==> src/uimsc_defs.svh <==
// register offsets, field positions and reset values for the interrupt mask block
`ifndef UIMSC_DEFS_SVH
`define UIMSC_DEFS_SVH
`define UIMSC_MASK_OFFSET 3'h1
`define UIMSC_MASK_RESET 8'h00
`define UIMSC_BIT_CTS_DSR 7
`define UIMSC_BIT_RTS_DTR 6
`define UIMSC_BIT_XOFF 5
`define UIMSC_BIT_SLEEP 4
`define UIMSC_BIT_MODEM 3
`define UIMSC_BIT_LINE 2
`define UIMSC_BIT_TX_READY 1
`define UIMSC_RDATA_RESET 8'h00
`endif

==> src/uimsc_pkg.sv <==
// types shared by the interrupt mask and sleep control block
package uimsc_pkg;
   // pending sources, ordered like the mask bits they pair with
   typedef struct packed {
      logic cts_dsr;
      logic rts_dtr;
      logic xoff_special;
      logic modem_status;
      logic line_status;
      logic tx_ready;
   } uimsc_src_t;
   // conditions the sleep controller watches
   typedef struct packed {
      logic irq_pending;
      logic rx_in;
      logic tx_fifo_empty;
      logic rx_fifo_empty;
      logic tx_write;
   } uimsc_idle_t;
   typedef enum logic [1:0] {
      UIMSC_AWAKE = 2'b01,
      UIMSC_ASLEEP = 2'b10
   } uimsc_state_t;
endpackage

==> src/uimsc_sleep_ctrl.sv <==
// sleep entry and wake control for one channel
`timescale 1ns/10ps
`default_nettype none
module uimsc_sleep_ctrl
   import uimsc_pkg::*;
#(
   parameter int MODEM_W = 4
) (
   input wire logic clock,
   input wire logic rst,
   input wire logic sleep_en,
   input wire uimsc_idle_t idle,
   input wire logic [MODEM_W-1:0] modem_in,
   output logic sleeping,
   output logic osc_run
);
   if (MODEM_W < 1) begin : g_bad_width
      $error("modem width must be at least one");
   end

   uimsc_state_t state_reg;
   uimsc_state_t state_next;
   logic [MODEM_W-1:0] modem_prev_reg;
   logic modem_toggle;
   logic can_sleep;
   logic wake;

   // last modem sample, to spot toggles
   always_ff @(posedge clock or posedge rst) begin
      if (rst) modem_prev_reg <= '0;
      else modem_prev_reg <= modem_in;
   end

   assign modem_toggle = |(modem_in ^ modem_prev_reg);
   // every idle condition must hold at once
   assign can_sleep = sleep_en && !idle.irq_pending && !modem_toggle && idle.rx_in &&
      idle.tx_fifo_empty && idle.rx_fifo_empty && !idle.tx_write;
   // a start bit, modem activity or a transmit write ends sleep
   assign wake = modem_toggle || !idle.rx_in || idle.tx_write || !sleep_en;

   always_comb begin
      state_next = state_reg;
      case (state_reg)
         UIMSC_AWAKE: begin
            if (can_sleep) state_next = UIMSC_ASLEEP;
         end
         UIMSC_ASLEEP: begin
            if (wake) state_next = UIMSC_AWAKE;
         end
         default: state_next = UIMSC_AWAKE;
      endcase
   end

   // state plus registered outputs; oscillator stops only while asleep
   always_ff @(posedge clock or posedge rst) begin
      if (rst) begin
         state_reg <= UIMSC_AWAKE;
         sleeping <= 1'b0;
         osc_run <= 1'b1;
      end else begin
         state_reg <= state_next;
         sleeping <= (state_next == UIMSC_ASLEEP);
         osc_run <= (state_next != UIMSC_ASLEEP);
      end
   end
endmodule
`default_nettype wire

==> src/uimsc_top.sv <==
// per-channel interrupt mask register with sleep control
`timescale 1ns/10ps
`default_nettype none
`include "uimsc_defs.svh"
module uimsc_top
   import uimsc_pkg::*;
#(
   parameter int MODEM_W = 4
) (
   input wire logic clock,
   input wire logic rst,
   input wire logic [2:0] reg_addr,
   input wire logic reg_wr,
   input wire logic reg_rd,
   input wire logic [7:0] reg_wdata,
   input wire logic divisor_latch_select,
   input wire logic enhanced_function_gate,
   input wire uimsc_src_t src_status,
   input wire logic [MODEM_W-1:0] modem_in,
   input wire logic rx_in,
   input wire logic tx_fifo_empty,
   input wire logic rx_fifo_empty,
   input wire logic tx_write,
   output logic [7:0] reg_rdata,
   output logic [7:0] uart_interrupt_mask,
   output uimsc_src_t pending_status,
   output logic irq,
   output logic sleeping,
   output logic osc_run
);
   if (MODEM_W < 1) begin : g_bad_width
      $error("modem width must be at least one");
   end

   logic [7:0] mask_reg;
   logic mask_hit;
   uimsc_src_t enable_vec;
   logic irq_next;
   logic sleep_en;
   uimsc_idle_t idle;

   // mask bits arranged like the source struct
   function automatic uimsc_src_t mask_to_src(input logic [7:0] m);
      mask_to_src = '{cts_dsr: m[`UIMSC_BIT_CTS_DSR], rts_dtr: m[`UIMSC_BIT_RTS_DTR],
                      xoff_special: m[`UIMSC_BIT_XOFF], modem_status: m[`UIMSC_BIT_MODEM],
                      line_status: m[`UIMSC_BIT_LINE], tx_ready: m[`UIMSC_BIT_TX_READY]};
   endfunction

   // register only visible with the divisor latch deselected
   assign mask_hit = (reg_addr == `UIMSC_MASK_OFFSET) && !divisor_latch_select;

   // upper half is locked unless the enhanced gate is open
   always_ff @(posedge clock or posedge rst) begin
      if (rst) begin
         mask_reg <= `UIMSC_MASK_RESET;
      end else if (reg_wr && mask_hit) begin
         mask_reg[3:0] <= reg_wdata[3:0];
         if (enhanced_function_gate) mask_reg[7:4] <= reg_wdata[7:4];
      end
   end

   // read data registered; other offsets belong to other blocks and read zero here
   always_ff @(posedge clock or posedge rst) begin
      if (rst) reg_rdata <= `UIMSC_RDATA_RESET;
      else if (reg_rd && mask_hit) reg_rdata <= mask_reg;
      else reg_rdata <= 8'h00;
   end

   // each source gated by its own enable; masked ones cannot hide others
   assign enable_vec = mask_to_src(mask_reg);
   assign irq_next = |(src_status & enable_vec);

   // raw status stays observable whatever the mask says
   always_ff @(posedge clock or posedge rst) begin
      if (rst) begin
         irq <= 1'b0;
         pending_status <= '0;
         uart_interrupt_mask <= `UIMSC_MASK_RESET;
      end else begin
         irq <= irq_next;
         pending_status <= src_status;
         uart_interrupt_mask <= mask_reg;
      end
   end

   // sleep needs both its enable bit and the gate
   assign sleep_en = mask_reg[`UIMSC_BIT_SLEEP] && enhanced_function_gate;
   assign idle = '{irq_pending: irq_next, rx_in: rx_in, tx_fifo_empty: tx_fifo_empty,
                   rx_fifo_empty: rx_fifo_empty, tx_write: tx_write};

   uimsc_sleep_ctrl #(.MODEM_W(MODEM_W)) u_sleep (
      .clock(clock),
      .rst(rst),
      .sleep_en(sleep_en),
      .idle(idle),
      .modem_in(modem_in),
      .sleeping(sleeping),
      .osc_run(osc_run)
   );

   // one source alone with its enable clear must leave the line quiet
   for (genvar i = 0; i < 6; i++) begin : g_lone

   end
endmodule
`default_nettype wire

==> config.mk <==
export PLATFORM = sky130hd
export DESIGN_NAME = uimsc_top
export DESIGN_NICKNAME = d
export VERILOG_FILES = /design/src/uimsc_pkg.sv /design/src/uimsc_sleep_ctrl.sv /design/src/uimsc_top.sv
export VERILOG_INCLUDE_DIRS = /design/src
export SDC_FILE = /design/constraint.sdc
export NUM_CORES = 1
export LEC_CHECK = 0
export BUFFER_PORTS_ARGS = -buffer_cell sky130_fd_sc_hd__buf_2
export CORE_ASPECT_RATIO = 0.9
export CORE_MARGIN = 5
export CORE_UTILIZATION = 40
export DETAILED_ROUTE_END_ITERATION = 10
export PLACE_DENSITY = 0.73
export SETUP_SLACK_MARGIN = 0.2
export SYNTH_ARGS = -nofsm -noshare
export SYNTH_HDL_FRONTEND = slang
export SYNTH_HIERARCHICAL = 1
export SYNTH_SLANG_ARGS = --single-unit
==> constraint.sdc <==
create_clock -name clock -period 1.5 [get_ports clock]
set_clock_uncertainty 0.1 [all_clocks]
set_input_delay 0.3 -clock clock [delete_from_list [all_inputs] [get_ports clock]]
set_output_delay 0.3 -clock clock [all_outputs]
set_load 0.005 [all_outputs]
* Word-level counts from Yosys, hierarchy flattened
Index checks and enable logic that the tools add are counted.
Storage, ports and cells: flip-flop bits (word level) 39, latch bits 0, bits of input ports 31, memories kept 0, memory bits (writable) 0, memory bits (read-only) 0
Cells by class: shift-type cells 0, equal/unequal tests 5, multiplexer cells 4, reductions and logical operators 22, bitwise gates (word level) 2, magnitude comparators 0, multiply operators 0, divide/modulo/power cells 0, add/subtract/negate cells 0
Operators with widths (number):
- 1-bit logical AND | 10
- 8-bit two-way mux | 1
- 6-bit AND | 1
- 1-bit logical NOT | 6
- 6-bit OR reduction | 1
- 2-bit equality test, second input constant | 2
- 2-bit two-way mux | 2
- 2-bit one-hot mux with 2 select lines | 1
- 4-bit OR reduction | 1
- 4-bit bitwise XOR | 1
- 3-bit by 1-bit equality test with 1-bit output, second input constant | 1
- 1-bit logical OR | 3
- 2-bit by 1-bit equality test with 1-bit output, second input constant | 1
- 2-bit inequality test, second input constant | 1
- 2-bit AND reduction | 1

* Depth between registers and ports, before layout
Gate-level depths: netlist of run 1.
depth in word-level cells 12, mapped depth 6, mapped depth without buffers 6

* Hierarchy
The synthesis of run 1 kept the hierarchy.
By module, submodules not included:
- uimsc_top | times used 1, seq. area each 775.7 µm², area an instance 1023.5 µm², cells an instance 57
- uimsc_sleep_ctrl | times used 1, seq. area each 202.7 µm², area an instance 389.1 µm², cells an instance 36

* Worst setup path after synthesis of run 1
No wires, ideal clock.
path type input-to-reg, start point in reg_addr[1], end point reg mask_reg[4], cell stages on the path 4, path buffers 1, path slack -0.009 ns, setup time 0.125 ns, arrival time 1.283 ns, cell sequence nor4b_4 and3_1 buf_6 mux2_4
Between the ends: cells in the longest elaborated chain, start to end 4
RTL lines:
- start, declared | RTL line uimsc_top.sv:12 | input wire logic [2:0] reg_addr,
- 3-bit by 1-bit equality test with 1-bit output (no source line)
- 1-bit logical AND | RTL line uimsc_top.sv:50 | assign mask_hit = (reg_addr == `UIMSC_MASK_OFFSET) && !divisor_latch_select;
- 1-bit logical AND | RTL line uimsc_top.sv:56 | end else if (reg_wr && mask_hit) begin
- 2-bit AND reduction (no source line)
- end signal, assigned | RTL line uimsc_top.sv:55 | mask_reg <= `UIMSC_MASK_RESET;
- end signal, assigned | RTL line uimsc_top.sv:58 | if (enhanced_function_gate) mask_reg[7:4] <= reg_wdata[7:4];
- end, declared | RTL line uimsc_top.sv:35 | logic [7:0] mask_reg;
Every way passes these cells. A chain may end at the register's enable or synchronous reset.

* Worst setup path in the final report of run 1
start point reg mask_reg[6], end point reg u_sleep.osc_run
Between the ends: cells in the longest elaborated chain, start to end 12
RTL lines:
- 6-bit AND | RTL line uimsc_top.sv:71 | assign irq_next = |(src_status & enable_vec);
- 6-bit OR reduction | RTL line uimsc_top.sv:71
- net irq_next | RTL line uimsc_top.sv:38 | logic irq_next;
- 1-bit logical NOT | RTL line uimsc_sleep_ctrl.sv:36 | assign can_sleep = sleep_en && !idle.irq_pending && !modem_toggle && idle.rx_in &&
- 1-bit logical AND (4 in a row) | RTL line uimsc_sleep_ctrl.sv:36
- 1-bit logical AND (2 in a row) | RTL line uimsc_sleep_ctrl.sv:37 | idle.tx_fifo_empty && idle.rx_fifo_empty && !idle.tx_write;
- 2-bit two-way mux | RTL line uimsc_sleep_ctrl.sv:45 | if (can_sleep) state_next = UIMSC_ASLEEP;
- 2-bit one-hot mux with 2 select lines | RTL line uimsc_sleep_ctrl.sv:43 | case (state_reg)
- 2-bit inequality test | RTL line uimsc_sleep_ctrl.sv:63 | osc_run <= (state_next != UIMSC_ASLEEP);
- end signal, assigned | RTL line uimsc_sleep_ctrl.sv:63
- end, declared | RTL line uimsc_sleep_ctrl.sv:15 | output logic osc_run
The timed path passes the listed nets, and every way through them passes these cells.

==> impl_metrics.json, run 1 <==
{
  "path_clk_slew_ps": 80,
  "synth_top_cell_area_share_pct": 65.5,
  "switching_share_pct": 24.1,
  "cts_tree": "yes",
  "place_ws_ps": -175,
  "ys_top_cells_by_area": "dfrtp_1, and3_2, mux2_4, dfstp_2, mux2_2",
  "drive_above_1_share_pct": 63.6,
  "fp.dieW_um": 72.6,
  "start_util_pct": 41.5,
  "dp.cells": 199,
  "dieHeight_um": 66.4,
  "fin_util_pct": 57.6,
  "first_global_vias": 1026,
  "n_fill_cell": 306,
  "grt_max_degree": 32,
  "max-vdd-ir-drop_v": 0.000692,
  "outcome": "complete, but fails checks",
  "area_delta_synth_final_pct": 38.9,
  "switchingPower_w": 0.000540,
  "met2_usage_pct": 20.9,
  "syn_inst": 93,
  "slowest_stage": "dfrtp_1",
  "grt-ovfl-total": 0,
  "ys_types": 25,
  "maxSlewViolCount": 0,
  "worstPathRequired_ps": 1610,
  "max_slew_margin_pct": 75.6,
  "setup_viol": 3,
  "coreArea_um2": 3400,
  "synth_common_cells": "dfrtp_1, and3_2, inv_1",
  "fin_nets": 197,
  "io_pins": 56,
  "max_cap_viol_count": 0,
  "viasPerCell": 4.63,
  "min_period_ps": 1600,
  "wl_mm": 2.90,
  "netlist_area_um2": 1410,
  "cts.sinks": 39,
  "finalInstanceArea_um2": 1960,
  "use_met3_pct": 4.41,
  "root_buffer": "clkbuf_8",
  "first_pass_iters": 4,
  "diodes": 0,
  "fmax_mhz": 626,
  "htree_levels": 2,
  "end_kind": "register",
  "grt_pass1_wl_mm": 4.66,
  "drt_iter0_drc": 61,
  "tightest_slew_ps": 366,
  "grt_usage_pct": 13.0,
  "clkLatencyLatePin_ps": 290,
  "worstPathArrival_ps": 1710,
  "synth_edf_count": 0,
  "use_met1_pct": 15.3,
  "hold_slack_ps": 46.7,
  "p_int_w": 0.00170,
  "place_hpwl_mm": 2.26,
  "ys_ff_latch": 39,
  "fin_crit_sh_pct": 106,
  "numPortBuffers": 55,
  "yosys.cell_count.top_type": "dfrtp_1",
  "critPathMaxFanout": 3,
  "rsz0062_at_grt": "true",
  "synth_nets": 126,
  "synth_sequential_area_ratio_pct": 69.3,
  "slowest_delay_ps": 400,
  "pwr-share-comb_pct": 16.0,
  "critPathTopFamily": "simple AND/OR/NAND/NOR gates",
  "seqPwrFrac_pct": 54.3,
  "drc": 0,
  "ant_nets": 0,
  "hp-class": "in -> reg",
  "yosysWarnings": 6,
  "place_area_um2": 1810,
  "power.density_nw_per_um2": 1140,
  "wl_per_cell_um": 13.9,
  "worst_path_most_repeated_cell": "nand3_2",
  "gp_congestion": 0.697,
  "p_leak_nw": 1.03,
  "grt_busiest_layer": "met2",
  "path_cells": "a22oi_2 > nand3_2 > nand3b_1 > nor2_2 > nand3_2 > a211o_1",
  "hold_viol": 0,
  "critPathKind": "reg -> reg",
  "grt_antenna_before_repair": 0,
  "cp_num_buf_inv": 0,
  "fin_ws_ps": -97.4,
  "die_area_um2": 4820,
  "yosys.area.top_type": "dfrtp_1",
  "vias": 967,
  "numCtsBuffers": 5,
  "async_flop_share_pct": 100,
  "cp-start-kind": "register",
  "num_rows": 20,
  "clockBufferDepth": 2,
  "clkPwrFrac_pct": 29.6,
  "synth-main-ff-cell": "dfrtp_1",
  "stdcell_count": 209,
  "syn_area_per_cell_um2": 15.2,
  "violations": "setup timing"
}
==> worst register-to-register path, stage by stage (launching register included) <==
cell and delay, ps:
dfrtp_1 400, a22oi_2 170, nand3_2 100, nand3b_1 220
nor2_2 130, nand3_2 120, a211o_1 280
==> area by class of cell <==
cell class | instances | area [um2] | area share, %
Sequential cell | 39 | 978 | 49.9
Multi-Input combinational cell | 48 | 465 | 23.7
Timing Repair Buffer | 65 | 359 | 18.3
Clock buffer | 6 | 72.6 | 3.70
Tap cell | 44 | 55.1 | 2.81
Inverter | 5 | 18.8 | 0.957
Clock inverter | 2 | 12.5 | 0.638
==> stage by stage <==
step | total power, W | setup TNS (ps)
6_report | 0.00224 | -176
3_5_place_dp | 0.00157 | -1070
5_1_grt | 0.00236 | -556
2_1_floorplan | 0.00137 | -34.1
4_1_cts | 0.00225 | -250
3_3_place_gp | 0.00156 | -963
==> worst paths after layout <==
check                                   startpoint                                to  slack [ps]  depth (start not counted)
hold / removal                       src_status[4]       pending_status[4]$_DFF_PP0_          50                          1
min in group asynchronous                      rst    u_sleep/state_reg[1]$_DFF_PP0_         410                          3
setup reg to reg           mask_reg[6]$_DFFE_PP0P_         u_sleep/osc_run$_DFF_PP1_        -100                          6
hold reg to reg            mask_reg[0]$_DFFE_PP0P_  uart_interrupt_mask[0]$_DFF_PP0_         290                          0
max in group asynchronous                      rst                     irq$_DFF_PP0_         490                          4
setup / recovery           mask_reg[6]$_DFFE_PP0P_         u_sleep/osc_run$_DFF_PP1_        -100                          6
==> power by group through the flow <==
stage	logic [W]	registers [W]	clock network [W]
floorplan	0.000123	0.00125	0
global placement	0.000329	0.00123	0
detailed placement	0.000340	0.00123	0
CTS	0.000347	0.00122	0.000688
global route	0.000396	0.00123	0.000737
finish	0.000358	0.00122	0.000664
==> layer usage <==
metal  part of all wire, %  vias up
li1                      -      460
met1                    40      468
met2                    51       32
met3                   6.5        7
met4                   2.3        0
met5                     0        -
==> timing repair <==
| action | in CTS | in global routing |
|---|---|---|
| buffers inserted | 0 | 1 |
| hold buffers | 1 | 0 |
| pin swaps | 5 | 2 |
| endpoints found under the setup margin | 5 | 7 |
| gates resized for setup | 3 | 8 |
| endpoints found under the hold margin | 17 | 0 |
| gates cloned | 0 | 0 |
==> layout by cell type, fill, tap and decap left out, drive strengths merged <==
cell type | Yosys | layout
and2 | 2 | 2
clkinvlp | 0 | 1
xor2 | 4 | 4
nand2 | 1 | 1
ha | 2 | 2
o21bai | 1 | 1
and3 | 9 | 9
nor4b | 1 | 1
mux2 | 8 | 8
nor3 | 2 | 2
a32oi | 1 | 1
nand3b | 2 | 2
nor2 | 3 | 3
a21oi | 4 | 4
clkinv | 0 | 1
dfrtp | 37 | 37
dlygate4sd3 | 0 | 1
dfstp | 2 | 2
inv | 5 | 5
a22oi | 3 | 3
nand3 | 2 | 2
a211oi | 1 | 1
a211o | 1 | 1
buf | 1 | 64
clkbuf | 0 | 6
or2 | 1 | 1
==> cell families (layout without fill, tap and decap cells) <==
kind of cell	after synthesis	count (layout)	synth area share (%)
fa+ha+maj	2	2	1.77
mux	8	8	7.44
compound gates	11	11	5.32
simple gates	23	23	11.6
flops	39	39	69.3
buf+inv	6	78	2.13
xor+xnor	4	4	2.48
Note: power is estimated with default switching activity, not from simulation.
==> run 2, diff against run 1 <==
Settings changed: REMOVE_ABC_BUFFERS set to 1.
==> impl_metrics.json, run 2 (same netlist as run 1, synthesis figures left out) <==
{
  "cts.sinks": 39,
  "fin_ws_ps": -143,
  "critPathTopFamily": "buffers and inverters",
  "rsz0062_at_grt": "true",
  "reg2reg_slack_ps": -140,
  "violations": "setup timing",
  "power_w": 0.00238,
  "fin_util_pct": 60.5,
  "fp.dieW_um": 72.6,
  "wl_per_cell_um": 14.7,
  "grt_max_degree": 32,
  "numPortBuffers": 55,
  "critPathMaxFanout": 2,
  "drc": 0,
  "p_int_w": 0.00179,
  "end_kind": "register",
  "seq_area_um2": 978,
  "io_pins": 56,
  "tightest_slew_ps": 372,
  "grt_pass1_wl_mm": 5.19,
  "first_global_vias": 1087,
  "drive_above_1_share_pct": 66.5,
  "path_cells": "a22oi_2 > nand3_2 > buf_4 > buf_4 > buf_6 > buf_6 > buf_6 > buf_6 > buf_6",
  "setup_viol": 5,
  "worst_path_most_repeated_cell": "buf_6",
  "die_area_um2": 4820,
  "numCtsBuffers": 5,
  "switchingPower_w": 0.000587,
  "max-vdd-ir-drop_v": 0.000549,
  "min_from": "src_status[4]",
  "num_rows": 20,
  "fin_crit_sh_pct": 110,
  "fin_nets": 208,
  "dp.cells": 200,
  "worstPathRequired_ps": 1590,
  "mostFrequentLayoutCells": "buf_2, dfrtp_1, buf_4",
  "diodes": 0,
  "grt-ovfl-total": 0,
  "seqPwrFrac_pct": 51.3,
  "final_common_cell": "buf_2",
  "stdcell_count": 220,
  "pwr-share-comb_pct": 20.3,
  "critPathKind": "reg -> reg",
  "multi_input_area_um2": 458,
  "setup_tns_ps": -569,
  "cp_num_buf_inv": 7,
  "max_slew_margin_pct": 75.2,
  "n_fill_cell": 276,
  "r2r_start": "mask_reg[5]$_DFFE_PP0P_",
  "dieHeight_um": 66.4,
  "worstPathArrival_ps": 1730,
  "vias": 1000,
  "clkLatencyLatePin_ps": 290,
  "max_cap_viol_count": 0,
  "cp-start-kind": "register",
  "p_leak_nw": 1.08,
  "fmax_mhz": 609,
  "wl_mm": 3.24,
  "place_hpwl_mm": 2.35,
  "switching_share_pct": 24.7,
  "min_period_ps": 1640,
  "clockBufferDepth": 2,
  "drt_iter0_drc": 54,
  "slowest_delay_ps": 400,
  "area_delta_synth_final_pct": 45.8,
  "ant_nets": 0,
  "hold_viol": 0,
  "maxSlewViolCount": 0,
  "power.density_nw_per_um2": 1160,
  "first_pass_iters": 4,
  "grt_usage_pct": 14.8,
  "clkPwrFrac_pct": 28.4,
  "hp-class": "in -> reg",
  "start_util_pct": 41.5,
  "viasPerCell": 4.55,
  "htree_levels": 2,
  "grt_antenna_before_repair": 0,
  "root_buffer": "clkbuf_8",
  "slowest_stage": "dfrtp_1",
  "hold_slack_ps": 37.1,
  "cts_tree": "yes",
  "outcome": "complete, but fails checks",
  "coreArea_um2": 3400,
  "path_clk_slew_ps": 80,
  "cp-startpoint": "mask_reg[5]$_DFFE_PP0P_",
  "gp_congestion": 0.846
}
-- run 2: through the flow --
step	instance area [um2]	worst slack, ps
detailed placement	1800	-208
floorplan	1400	-36.9
global placement	1800	-139
global route	2060	-206
CTS	2000	-98.3
finish	2060	-143
-- run 2: cell type report --
type	count	share of cell area (%)
flip-flops and latches	39	47.5
clock buffers	5	3.34
inverters	5	0.911
clock inverters	3	0.972
repair buffers	76	22.4
multi-input cells	48	22.2
well taps	44	2.67
-- run 2: power by group through the flow --
stage | clock (W) | combinational [W] | sequential [W]
after floorplan | 0 | 0.000121 | 0.00124
after global placement | 0 | 0.000329 | 0.00123
after detailed placement | 0 | 0.000334 | 0.00124
after CTS | 0.000692 | 0.000456 | 0.00122
after global routing | 0.000754 | 0.000523 | 0.00123
final | 0.000675 | 0.000484 | 0.00122
-- run 2: repair_timing --
| action | CTS | global route |
|---|---|---|
| endpoints found under the hold margin | 6 | 0 |
| pin swaps | 6 | 6 |
| buffers inserted | 7 | 4 |
| hold buffers | 1 | 0 |
| resized for setup | 13 | 7 |
| endpoints found under the setup margin | 7 | 10 |
-- run 2: routing by layer --
metal / global-route usage, % / up-vias / wire (um)
met5: 0 / - / 0
met2: 26.2 / 25 / 1770
met1: 16.3 / 490 / 1260
met4: 8.29 / 0 / 56
met3: 3.19 / 4 / 147
li1: - / 481 / -
-- run 2: worst paths after layout --
path / cells after the start / to
worst max-delay path: 9 / irq$_DFF_PP0_
worst min-delay path: 1 / pending_status[4]$_DFF_PP0_
worst min register to register: 0 / uart_interrupt_mask[0]$_DFF_PP0_
worst max register to register: 9 / irq$_DFF_PP0_
max in group asynchronous: 4 / pending_status[0]$_DFF_PP0_
min in group asynchronous: 3 / u_sleep/state_reg[1]$_DFF_PP0_
==> run 3, diff against run 2 <==
Settings changed: ABC_AREA set to 1, PLACE_DENSITY 0.73 to 0.71, REMOVE_ABC_BUFFERS 1 to not set, SLEW_MARGIN set to 20.
==> impl_metrics.json, run 3 <==
{
  "netlist_area_um2": 1560,
  "r2r_cells": 12,
  "r2r_start": "mask_reg[7]$_DFFE_PP0P_",
  "rsz0062_at_grt": "true",
  "mostFrequentLayoutCells": "buf_2, nand2_1, dfrtp_1",
  "min_path_cells": 1,
  "worstPathArrival_ps": 1640,
  "slowest_delay_ps": 390,
  "switchingPower_w": 0.000696,
  "switching_share_pct": 28.0,
  "grt_antenna_before_repair": 0,
  "setup_tns_ps": -29.0,
  "slowest_stage": "dfrtp_1",
  "critPathKind": "reg -> reg",
  "hold_slack_ps": 36.0,
  "ys_types": 16,
  "dieHeight_um": 69.3,
  "outcome": "complete, but fails checks",
  "worstPathRequired_ps": 1620,
  "use_met1_pct": 17.7,
  "fmax_mhz": 658,
  "fin_nets": 271,
  "place_area_um2": 1940,
  "hp-class": "in -> reg",
  "path_cells": "nand2_1 > nand2_1 > a21oi_2 > nand2_2 > inv_2 > nand3_2 > nor2_1 > nand4_1 > nand2_2 > nand2_1 > nor2_1 > nand2_1",
  "p_leak_nw": 1.25,
  "synthAdderAreaFrac_pct": 1.60,
  "grt_busiest_layer": "met2",
  "synth_sequential_area_ratio_pct": 62.6,
  "synth-main-ff-cell": "dfrtp_1",
  "synth_xor_area_share_pct": 0,
  "end_kind": "register",
  "n_fill_cell": 344,
  "multi_input_area_um2": 473,
  "use_met3_pct": 2.90,
  "die_area_um2": 5260,
  "diodes": 0,
  "power.density_nw_per_um2": 1190,
  "synth-simple-area-share_pct": 26.4,
  "seq_area_um2": 978,
  "max-vdd-ir-drop_v": 0.000488,
  "cts.sinks": 39,
  "worst_path_most_repeated_cell": "nand2_1",
  "place_hpwl_mm": 2.48,
  "viasPerCell": 4.35,
  "wl_mm": 3.14,
  "io_pins": 56,
  "min_period_ps": 1520,
  "grt_pass1_wl_mm": 5.32,
  "drive_above_1_share_pct": 39.7,
  "maxSlewViolCount": 0,
  "tightest_slew_ps": 360,
  "num_rows": 21,
  "final_common_cell": "buf_2",
  "p_int_w": 0.00179,
  "drt_iter0_drc": 60,
  "numCtsBuffers": 5,
  "synth_top_cell_area_share_pct": 59.2,
  "yosysWarnings": 6,
  "max_cap_viol_count": 0,
  "area_delta_synth_final_pct": 33.9,
  "first_global_vias": 1235,
  "fin_crit_sh_pct": 101,
  "synth_top_family_by_area": "simple AND/OR/NAND/NOR gates",
  "seqPwrFrac_pct": 50.2,
  "synth_compound_gate_area_share_pct": 0.641,
  "vias": 1241,
  "ant_nets": 0,
  "cp-start-kind": "register",
  "met2_usage_pct": 20.2,
  "max_slew_margin_pct": 76.0,
  "synth_common_cells": "nand2_1, dfrtp_1, inv_1",
  "clkPwrFrac_pct": 29.6,
  "htree_levels": 2,
  "start_util_pct": 41.6,
  "yosys.cell_count.top_type": "nand2_1",
  "hold_viol": 0,
  "clkLatencyLatePin_ps": 280,
  "synth_edf_count": 0,
  "drc": 0,
  "cts_tree": "yes",
  "numPortBuffers": 55,
  "clockBufferDepth": 2,
  "synthMuxAreaShare_pct": 0,
  "async_flop_share_pct": 100,
  "yosys.area.top_type": "dfrtp_1",
  "min_to": "pending_status[3]$_DFF_PP0_",
  "gp_congestion": 0.797,
  "ys_ff_latch": 39,
  "root_buffer": "clkbuf_8",
  "timing.rr.end": "u_sleep/osc_run$_DFF_PP1_",
  "violations": "setup timing",
  "synth_nets": 200,
  "reg2reg_slack_ps": -20,
  "coreArea_um2": 3760,
  "critPathMaxFanout": 2,
  "path_clk_slew_ps": 80,
  "wl_per_cell_um": 11.0,
  "setup_viol": 2,
  "ys_top_cells_by_area": "dfrtp_1, nand2_1, inv_1, nor2_1, dfstp_2",
  "grt_usage_pct": 13.0,
  "pwr-share-comb_pct": 20.3,
  "min_from": "src_status[3]",
  "grt-ovfl-total": 0,
  "fin_ws_ps": -19.3,
  "grt_max_degree": 32,
  "fp.dieW_um": 75.9,
  "syn_inst": 167,
  "first_pass_iters": 4,
  "finalInstanceArea_um2": 2090,
  "syn_area_per_cell_um2": 9.36
}
## run 3: how the worst max path moves through the flow
stage | start | endpoint | cells after the start
after floorplan | mask_reg[6]$_DFFE_PP0P_ | u_sleep/osc_run$_DFF_PP1_ | 12
after global placement | src_status[3] | u_sleep/osc_run$_DFF_PP1_ | 13
after detailed placement | src_status[2] | u_sleep/osc_run$_DFF_PP1_ | 13
after CTS | mask_reg[5]$_DFFE_PP0P_ | u_sleep/osc_run$_DFF_PP1_ | 12
after global routing | mask_reg[6]$_DFFE_PP0P_ | u_sleep/osc_run$_DFF_PP1_ | 12
final | mask_reg[7]$_DFFE_PP0P_ | u_sleep/osc_run$_DFF_PP1_ | 12
## run 3: logic make-up (layout without fill, tap and decap cells)
| kind of cell | after synthesis | in the layout |
|---|---|---|
| adders and majority gates | 2 | 2 |
| buffers and inverters | 36 | 108 |
| DFF | 39 | 39 |
| AOI/OAI and AO/OA | 2 | 2 |
| and+or+nand+nor | 88 | 88 |
## run 3: per-layer routing
| layer | vias up | wire (um) | share of wire [%] |
|---|---|---|---|
| met5 | - | 0 | 0 |
| met4 | 0 | 44 | 1.4 |
| met3 | 4 | 231 | 7.3 |
| met2 | 37 | 1510 | 48 |
| met1 | 560 | 1360 | 43 |
| li1 | 640 | - | - |
## run 3: worst max-delay path, delay by kind of cell (launching register included)
kind	cells	cell delay [ps]
simple gates	10	790
compound gates	1	120
buf+inv	1	50
flops	1	390
## run 3: per-stage QoR
| step | std cells | setup WS, ps | total power, W | utilization, % |
|---|---|---|---|---|
| floorplan | 167 | 144 | 0.00151 | - |
| global placement | 273 | 1.46 | 0.00171 | 51.6 |
| detailed placement | 273 | -25.9 | 0.00172 | 51.6 |
| CTS | 283 | 15.0 | 0.00246 | 54.7 |
| global route | 285 | -183 | 0.00264 | 55.7 |
| finish | 285 | -19.3 | 0.00248 | 55.7 |
## run 3: what timing repair did
action,4_1_cts,5_1_grt
endpoints found under the hold margin,34,0
gates resized for setup,0,7
setup endpoints to repair,5,5
pin swaps,1,6
setup buffers,1,2
gates cloned,0,0
hold buffers,1,0
## run 3: final cells by class
cell class              instances  area share (%)
clock inverters                 2           0.778
repair buffers                 65            16.9
flip-flops and latches         39            46.8
well taps                      46            2.75
inverters                      35            6.28
multi-input cells              92            22.6
clock buffers                   6            3.95
## run 3: power groups by stage
stage / Clock, W / Combinational, W / Sequential, W
after floorplan: 0 / 0.000239 / 0.00127
after global placement: 0 / 0.000445 / 0.00126
after detailed placement: 0 / 0.000455 / 0.00126
after CTS: 0.000749 / 0.000467 / 0.00124
final: 0.000733 / 0.000504 / 0.00124
after global routing: 0.000796 / 0.000581 / 0.00126
